File: config.mk
export PLATFORM = sky130hd
export DESIGN_NAME = dvssp_top
export DESIGN_NICKNAME = d
export VERILOG_FILES = /design/src/hdl/dvssp_top.v /design/src/hdl/dvssp_sync.v
export VERILOG_INCLUDE_DIRS = /design/src /design/src/pkg
export SDC_FILE = /design/constraint.sdc
export NUM_CORES = 1
export LEC_CHECK = 0
export BUFFER_PORTS_ARGS = -buffer_cell sky130_fd_sc_hd__buf_4
export CAP_MARGIN = 20
export CORE_MARGIN = 2
export CORE_UTILIZATION = 56
export CTS_CLUSTER_DIAMETER = 40
export DETAILED_ROUTE_END_ITERATION = 7
export HOLD_SLACK_MARGIN = 0.1
export MAX_ROUTING_LAYER = met4
export PLACE_DENSITY = 0.8
export SYNTH_ARGS = -nofsm -noshare
export SYNTH_HDL_FRONTEND = slang
export SYNTH_SLANG_ARGS = --single-unit
File: constraint.sdc
create_clock -name clk_sys -period 5 [get_ports clk_sys]
set_clock_uncertainty 0.15 [all_clocks]
set_input_delay 0.25 -clock clk_sys [delete_from_list [all_inputs] [get_ports clk_sys]]
set_output_delay 0.25 -clock clk_sys [all_outputs]
set_load 0.005 [all_outputs]
File: src/pkg/dvssp_defines.vh
// constants for the voltage-select setpoint register bank
`ifndef DVSSP_DEFINES_VH
`define DVSSP_DEFINES_VH

// register offsets on the serial register port
`define DVSSP_ADDR_M4_HIGH 8'h2a
`define DVSSP_ADDR_M1_SLEEP 8'h2b
`define DVSSP_ADDR_M2_SLEEP 8'h2c
`define DVSSP_ADDR_M3_SLEEP 8'h2d
`define DVSSP_ADDR_M4_SLEEP 8'h2e

// reset values and the value read at unmapped offsets
`define DVSSP_RST_HIGH 8'h78
`define DVSSP_RST_SLEEP 8'h1e
`define DVSSP_RDATA_UNMAPPED 8'h00

// code to millivolt mapping
`define DVSSP_MV_BASE 11'h0fa
`define DVSSP_MV_STEP 11'h005
`define DVSSP_MV_W 11

// field layout
`define DVSSP_CODE_W 8
`define DVSSP_ADDR_W 8
`define DVSSP_MASTERS 4

`endif

File: src/hdl/dvssp_top.v
// voltage-select setpoint register bank with per-master target outputs
`timescale 1ns/1ns
`include "dvssp_defines.vh"
module dvssp_top #(
  parameter MASTERS = `DVSSP_MASTERS, // number of buck masters
  parameter CODE_W = `DVSSP_CODE_W // setpoint code width
) (
  input wire clk_sys, // system clock, 25 MHz
  input wire reset_n, // power-on reset, active low, asynchronous
  input wire voltage_select_pin, // general_purpose_input carrying the select level
  input wire [7:0] reg_addr, // register offset from the serial interface
  input wire [7:0] reg_wdata, // write data
  input wire reg_wr, // write strobe, one cycle
  input wire reg_rd, // read strobe, one cycle
  input wire [3*CODE_W-1:0] ext_high_code, // high codes of masters 1 to 3, held elsewhere
  output reg [7:0] reg_rdata, // read data, valid with reg_rvalid
  output reg reg_rvalid, // read answer pulse
  output reg voltage_select_level, // filtered select level
  output reg [MASTERS*CODE_W-1:0] target_code, // active code per master
  output reg [MASTERS*`DVSSP_MV_W-1:0] target_mv // active target per master in mV
);

  ////////////////////////////////////////////////////////////////////////////
  // reset release through two flops

  reg rst_meta_q;
  reg rst_n_q;

  always @(posedge clk_sys or negedge reset_n) begin
    if (!reset_n) begin
      rst_meta_q <= 1'b0;
      rst_n_q <= 1'b0;
    end else begin
      rst_meta_q <= 1'b1;
      rst_n_q <= rst_meta_q;
    end
  end

  ////////////////////////////////////////////////////////////////////////////
  // select level from the pin

  wire sel_level;

  dvssp_sync u_sync (
    .clk_sys(clk_sys),
    .rst_n(rst_n_q),
    .pin_in(voltage_select_pin),
    .level_q(sel_level)
  );

  ////////////////////////////////////////////////////////////////////////////
  // decode helpers

  // index of a sleep register, or MASTERS when the offset is not one
  function [2:0] sleep_index;
    input [7:0] addr;
    begin
      case (addr)
        `DVSSP_ADDR_M1_SLEEP: sleep_index = 3'd0;
        `DVSSP_ADDR_M2_SLEEP: sleep_index = 3'd1;
        `DVSSP_ADDR_M3_SLEEP: sleep_index = 3'd2;
        `DVSSP_ADDR_M4_SLEEP: sleep_index = 3'd3;
        default: sleep_index = 3'd4;
      endcase
    end
  endfunction

  // linear map; 0xff lands on 1525 mV with no clamping needed
  function [`DVSSP_MV_W-1:0] code_to_mv;
    input [7:0] code;
    reg [`DVSSP_MV_W-1:0] wide;
    begin
      wide = {3'h0, code};
      code_to_mv = `DVSSP_MV_BASE + wide * `DVSSP_MV_STEP;
    end
  endfunction

  ////////////////////////////////////////////////////////////////////////////
  // setpoint registers

  reg [7:0] high4_q;
  reg [7:0] sleep_q [0:3];
  integer i;

  wire [2:0] wr_idx;
  wire high_hit;
  wire high_we;
  wire [3:0] sleep_we;

  assign wr_idx = sleep_index(reg_addr);
  assign high_hit = (reg_addr == `DVSSP_ADDR_M4_HIGH);
  assign high_we = reg_wr & high_hit;

  // one write enable per sleep register, decoded once from the offset
  genvar w;
  generate
    for (w = 0; w < 4; w = w + 1) begin : g_we
      assign sleep_we[w] = reg_wr & (wr_idx == w);
    end
  endgenerate

  // master 4 high code; every code is accepted as written, nothing to reject
  always @(posedge clk_sys or negedge rst_n_q) begin
    if (!rst_n_q) begin
      high4_q <= `DVSSP_RST_HIGH;
    end else if (high_we) begin
      high4_q <= reg_wdata;
    end
  end

  // sleep codes of masters 1 to 4 kept in one process so the array has one driver
  always @(posedge clk_sys or negedge rst_n_q) begin
    if (!rst_n_q) begin
      for (i = 0; i < 4; i = i + 1) begin
        sleep_q[i] <= `DVSSP_RST_SLEEP;
      end
    end else begin
      for (i = 0; i < 4; i = i + 1) begin
        if (sleep_we[i]) begin
          sleep_q[i] <= reg_wdata;
        end
      end
    end
  end

  ////////////////////////////////////////////////////////////////////////////
  // read port: answer one cycle after the strobe

  reg [7:0] rdata_d;

  // unmapped offsets read as zero; the host gets no error flag for them
  always @* begin
    case (reg_addr)
      `DVSSP_ADDR_M4_HIGH: rdata_d = high4_q;
      `DVSSP_ADDR_M1_SLEEP: rdata_d = sleep_q[0];
      `DVSSP_ADDR_M2_SLEEP: rdata_d = sleep_q[1];
      `DVSSP_ADDR_M3_SLEEP: rdata_d = sleep_q[2];
      `DVSSP_ADDR_M4_SLEEP: rdata_d = sleep_q[3];
      default: rdata_d = `DVSSP_RDATA_UNMAPPED;
    endcase
  end

  always @(posedge clk_sys or negedge rst_n_q) begin
    if (!rst_n_q) begin
      reg_rdata <= 8'h00;
      reg_rvalid <= 1'b0;
    end else begin
      reg_rvalid <= reg_rd;
      if (reg_rd) begin
        reg_rdata <= rdata_d;
      end
    end
  end

  ////////////////////////////////////////////////////////////////////////////
  // target selection per master

  genvar g;
  generate
    for (g = 0; g < MASTERS; g = g + 1) begin : g_master
      wire [7:0] high_code;
      wire [7:0] sel_code;
      if (g == MASTERS - 1) begin : g_own
        assign high_code = high4_q;
      end else begin : g_ext
        assign high_code = ext_high_code[g*CODE_W +: CODE_W];
      end
      // masters 1 to 3 take their high code from outside this bank
      assign sel_code = sel_level ? high_code : sleep_q[g];

      // recomputed every cycle, so a rewrite or a select flip shows
      // on the next edge with no host action
      always @(posedge clk_sys or negedge rst_n_q) begin
        if (!rst_n_q) begin
          target_code[g*CODE_W +: CODE_W] <= `DVSSP_RST_SLEEP;
        end else begin
          target_code[g*CODE_W +: CODE_W] <= sel_code;
        end
      end

      // the millivolt copy is taken from the same selected code in the
      // same cycle, so code and millivolts never disagree at an output
      always @(posedge clk_sys or negedge rst_n_q) begin
        if (!rst_n_q) begin
          target_mv[g*`DVSSP_MV_W +: `DVSSP_MV_W] <= code_to_mv(`DVSSP_RST_SLEEP);
        end else begin
          target_mv[g*`DVSSP_MV_W +: `DVSSP_MV_W] <= code_to_mv(sel_code);
        end
      end
    end
  endgenerate

  ////////////////////////////////////////////////////////////////////////////
  // level reported back as a flop copy

  always @(posedge clk_sys or negedge rst_n_q) begin
    if (!rst_n_q) begin
      voltage_select_level <= 1'b0;
    end else begin
      voltage_select_level <= sel_level;
    end
  end

endmodule

File: src/hdl/dvssp_sync.v
// three-flop synchroniser with agreement filter for the select pin
`timescale 1ns/1ns
module dvssp_sync (
  input wire clk_sys, // system clock
  input wire rst_n, // synchronised reset, active low
  input wire pin_in, // asynchronous pin level
  output reg level_q // filtered level
);

  reg s1_q;
  reg s2_q;
  reg s3_q;

  ////////////////////////////////////////////////////////////////////////////
  // s1 feeds only s2; the level moves only once s2 and s3 agree
  always @(posedge clk_sys or negedge rst_n) begin
    if (!rst_n) begin
      s1_q <= 1'b0;
      s2_q <= 1'b0;
      s3_q <= 1'b0;
      level_q <= 1'b0;
    end else begin
      s1_q <= pin_in;
      s2_q <= s1_q;
      s3_q <= s2_q;
      if (s2_q == s3_q) begin
        level_q <= s3_q;
      end
    end
  end

endmodule

* After elaboration in Yosys (flattened, before gate mapping)
Cells that the tools add are included.
Word-level totals: bits in registers 132, bits of input ports 45, output and inout port bits 86, word-level logic and storage cells 51
Operators by class: add/subtract/negate cells 4, multiply operators 4, equality and inequality tests 9, muxes and demuxes 6, bitwise gates (word level) 5, reduce and logical (&&, ||, !) cells 1
Operators with widths (number):
- $add 8x11->11 const A | 4
- $mul 8x3->11 const B | 4
- $eq 8x6->1 const B | 5
- $pmux 8 s5 | 1
- $mux 8 | 4
- $pmux 3 s4 | 1
- $eq 3x2->1 const B | 2
- $and 1x1->1 | 5
- $eq 3x1->1 const B | 1
- $logic_not 3->1 | 1
- $eq 1x1->1 | 1

* Longest topological paths before layout
depth after elaboration 4, depth in mapped cells 13, depth with buffers taken out 11

* Hierarchy
A second synthesis with hierarchy kept.
Second synthesis, totals: cells, all modules 507, area, all modules 6462.4 um^2
By module, submodules not included:
- dvssp_top | instances 1, cells each 502, area an instance 6351.1 um^2
- dvssp_sync | instances 1, cells each 5, area an instance 111.4 um^2

* Worst setup path after synthesis
OpenSTA, ideal clock, no wires.
path kind register to register, start reg u_sync.level_q, end reg target_mv[21], library setup time 0.129 ns, data arrival time 2.903 ns, setup slack 1.818 ns, stages on the path, launching flop included 12, clock period less this slack 3.182 ns, cell sequence dfrtp_1 > clkbuf_1 > buf_2 > mux2i_1 > inv_1 > ha_1 > fa_1 > ha_1 > a21o_1 > a21oi_1 > o21ai_0 > o41a_1
On the way: word-level cells in the longest chain between the ends 3
Ends and longest elaborated chain:
- start, declared | RTL line dvssp_sync.v:7 | output reg level_q
- start signal, assigned | RTL line dvssp_sync.v:27 | level_q <= s3_q;
- $mux 8 | RTL line dvssp_top.v:169 | assign sel_code = sel_level ? high_code : sleep_q[g];
- via g_master[1].sel_code[2] | RTL line dvssp_top.v:162 | wire [7:0] sel_code;
- $mul 8x3->11 (no source line)
- $add 8x11->11 (no source line)
- end signal, assigned by index | RTL line dvssp_top.v:185 | target_mv[g*`DVSSP_MV_W +: `DVSSP_MV_W] <= code_to_mv(`DVSSP_RST_SLEEP);
- end signal, assigned by index | RTL line dvssp_top.v:187 | target_mv[g*`DVSSP_MV_W +: `DVSSP_MV_W] <= code_to_mv(sel_code);
- end, declared | RTL line dvssp_top.v:20 | output reg [MASTERS*`DVSSP_MV_W-1:0] target_mv
The timed path passes the listed nets, and every way through them passes these cells. A chain may end at the register's enable or synchronous reset.

* Worst setup path in the final report
Same ends and word-level chain as after synthesis.

==> impl_metrics.py <==
metrics = {
    "outcome": {
        "outcome": "complete, no violations",
    },
    "timing": {
        "max_slew_margin_pct": 38.36,
        "clock.fmax_mhz": 272.7,
        "hold_violations": 0,
        "tns_ns": 0,
        "finalSetupViolCount": 0,
        "finalCritPeriodShare_pct": 73.33,
        "worst_pin_slew_ns": 0.9246,
        "maxSlewViolCount": 0,
        "worst_slack_ns": 1.334,
        "period_needed_ns": 3.666,
        "rsz0062_at_grt": "false",
    },
    "critical_path": {
        "worst-setup-path-type": "reg2reg",
        "crit_top_cell": "ha_1",
        "path_cells": "mux2i_1 > inv_1 > ha_1 > fa_1 > ha_1 > a21o_1 > a21oi_1 > o21ai_0 > o41a_1",
        "cp.arrival_ns": 3.82,
        "slowest_delay_ns": 0.96,
        "endpoint_kind": "register",
        "cp-start-kind": "register",
        "worstPathRequired_ns": 5.15,
        "crit_path_max_fanout": 34,
        "cp_num_buf_inv": 1,
        "worst_path_max_delay_cell": "dfrtp_2",
        "crit_family": "compound AO/OA/AOI/OAI gates",
    },
    "synth": {
        "synth.cell_area_um2": 6625,
        "muxShareOfSynthArea_pct": 13.86,
        "synth_compound_area_share_pct": 7.158,
        "netlist_instances": 522,
        "synth-edff-count": 0,
        "synth-warning-count": 0,
        "synth_top_family_by_area": "multiplexers",
        "synthXorXnorAreaFrac_pct": 2.644,
        "synth_cell_types": 66,
        "synth_fp_nets": 627,
        "yosys_register_bits": 128,
        "ys_seq_area_share_pct": 49.25,
        "synth_top_area_share_pct": 30.22,
        "yosys_most_used_dff": "dfrtp_1",
        "synthTopCellsByArea": "dfrtp_1 (30%), dfstp_2 (19%), ha_1 (7.6%)",
        "async_flop_share_pct": 100.0,
        "synth_fa_ha_area_share_pct": 13.75,
        "avgSynthCellArea_um2": 12.69,
        "synthSimpleGateAreaFrac_pct": 7.894,
        "synth_top_area_cell": "dfrtp_1",
    },
    "place": {
        "dp.cells": 780,
        "gp_congestion": 0.9105,
        "io_buffers": 130,
        "pre_cts_slack_ns": 1.384,
        "hpwlAfterDp_mm": 10.65,
    },
    "final_layout": {
        "final_util_pct": 75.54,
        "layout-drive-gt1-share_pct": 38.23,
        "mostFrequentLayoutCells": "buf_4 (131), dfrtp_1 (78), inv_1 (69), dfstp_2 (48), ha_1 (40)",
        "layout.cells.non_filler": 844,
        "fin_nets": 793,
        "antenna_cells": 0,
        "n_fill_cell": 725,
        "area_growth_pct": 30.75,
        "layout_commonest_cell": "buf_4",
    },
    "grt": {
        "grt_pass1_wl_mm": 24.41,
        "grt-ovfl-total": 0,
        "antenna_found_initial": 0,
        "grt_pass1_vias": 4959,
        "grt_start_max_net_pins": 76,
        "track_usage_pct": 25.60,
    },
    "detailed_routing": {
        "wirelength_mm": 15.06,
        "route.detailed.drc": 0,
        "wire_per_inst_um": 17.84,
        "ant_nets": 0,
        "vias": 4675,
        "dr.pass1.iters": 4,
        "drt_iter0_drc": 257,
        "via_per_inst": 5.539,
    },
    "floorplanning": {
        "start_util_pct": 57.77,
        "die_h_um": 112.8,
        "core_area_um2": 11470,
        "pin_count": 131,
        "die_area_um2": 12720,
        "die_x_um": 112.8,
        "rows": 39,
    },
    "cts": {
        "clk_pin_slew_ns": 0.06,
        "clockBufferDepth": 2,
        "cts_resized": 0,
        "htreeDepth": 4,
        "cts_tree": "yes",
        "cts_made_buffers": 17,
        "cts.sinks": 128,
        "cts-root-buf": "clkbuf_16",
        "clk_latency_ns": 0.43,
    },
    "hold_path": {
        "min_path_type": "in2reg",
    },
    "power": {
        "power.density_nw_per_um2": 396.2,
        "leakage_nw": 4.444,
        "vdd_drop_max_mv": 0.2421,
        "total_power_mw": 3.432,
    },
    "flow_run": {
        "max-cap-violations": 0,
    },
}
[where the power goes]
group          switching (mW)  total (mW)  leakage, nW  internal, mW
clock                   0.463        1.34        0.313         0.876
sequential             0.0775        1.31         1.51          1.23
combinational           0.374       0.784         2.63         0.410
total                   0.915        3.43         4.44          2.52
[state kept, by name, summed over array words and instances (netlist names)]
name	count
u_sync.s1_q	1
u_sync.s2_q	1
u_sync.s3_q	1
reg_rdata	8
u_sync.level_q	1
voltage_select_level	1
rst_meta_q	1
g_master.high_code	8
target_code	29
target_mv	43
rst_n_q	1
sleep_q	32
reg_rvalid	1
[layout make-up]
class / instances / area [um^2] / share of cell area, %
Clock buffer: 20 / 466.7 / 5.388
Timing Repair Buffer: 163 / 1304 / 15.05
Clock inverter: 12 / 180.2 / 2.080
Multi-Input combinational cell: 309 / 3005 / 34.70
Inverter: 69 / 259.0 / 2.990
Sequential cell: 128 / 3268 / 37.73
Tap cell: 143 / 178.9 / 2.066
[synth_stat cells, drive strengths merged, types with 3 or more instances]
| cell | n |
|---|---|
| a21o | 5 |
| a21oi | 11 |
| a221oi | 4 |
| a22oi | 3 |
| a31oi | 8 |
| and2 | 3 |
| buf | 14 |
| dfrtp | 80 |
| dfstp | 48 |
| fa | 20 |
| ha | 40 |
| inv | 69 |
| mux2 | 46 |
| mux2i | 37 |
| nand2 | 21 |
| nand2b | 3 |
| nand3b | 4 |
| nor2 | 16 |
| nor2b | 3 |
| nor3 | 3 |
| nor4 | 3 |
| nor4b | 4 |
| o211ai | 6 |
| o21ai | 10 |
| o21bai | 3 |
| o22ai | 3 |
| o311ai | 4 |
| o41a | 3 |
| xnor2 | 8 |
| xor2 | 12 |
[worst register-to-register path, delay by kind of cell, from the launching register on]
kind,cells,cell delay [ns]
buffers and inverters,1,0.14
multiplexers,1,0.38
flip-flops,1,0.96
adder cells (fa/ha/maj),3,0.92
AO/OA/AOI/OAI,4,1.00
[stage by stage]
| stage | hold slack, ns | area, um^2 |
|---|---|---|
| after floorplan | -0.1956 | 6625 |
| after global placement | -0.1175 | 7695 |
| after detailed placement | -0.1167 | 7695 |
| after CTS | 0.1004 | 8662 |
| after global routing | 0.1376 | 8662 |
| final | 0.1060 | 8662 |
[metal layers]
layer | up-vias | track usage [%] | part of all wire [%]
li1 | 2140 | - | -
met4 | 0 | 9.431 | 2.1
met5 | - | - | 0
met2 | 144 | 42.00 | 52
met1 | 2358 | 31.40 | 42
met3 | 33 | 5.678 | 4.7
[final timing paths]
path / cells past startpoint / slack [ns] / endpoint / from
worst max-delay path: 9 / 1.33 / target_mv[21] / u_sync.level_q
worst min-delay path: 3 / 0.11 / target_code[12] / ext_high_code[12]
worst max register to register: 9 / 1.33 / target_mv[21] / u_sync.level_q
worst min register to register: 0 / 0.20 / u_sync.s2_q / u_sync.s1_q
max in group asynchronous: 1 / 3.18 / sleep_q[23] / rst_n_q
min in group asynchronous: 0 / 0.34 / target_code[7] / rst_n_q
[cells by family after synthesis]
family / Yosys count
XOR/XNOR: 20
adder cells (fa/ha/maj): 61
AO/OA/AOI/OAI: 68
buffers and inverters: 85
flip-flops: 128
other: 1
multiplexers: 83
AND/OR/NAND/NOR: 76
[what timing repair did]
item                       in CTS  in global routing
hold buffers                   32                  0
setup endpoints to repair       0                  0
hold endpoints to repair       72                  0
buffers inserted                0                  0
Note: power is estimated with default switching activity, not from simulation.
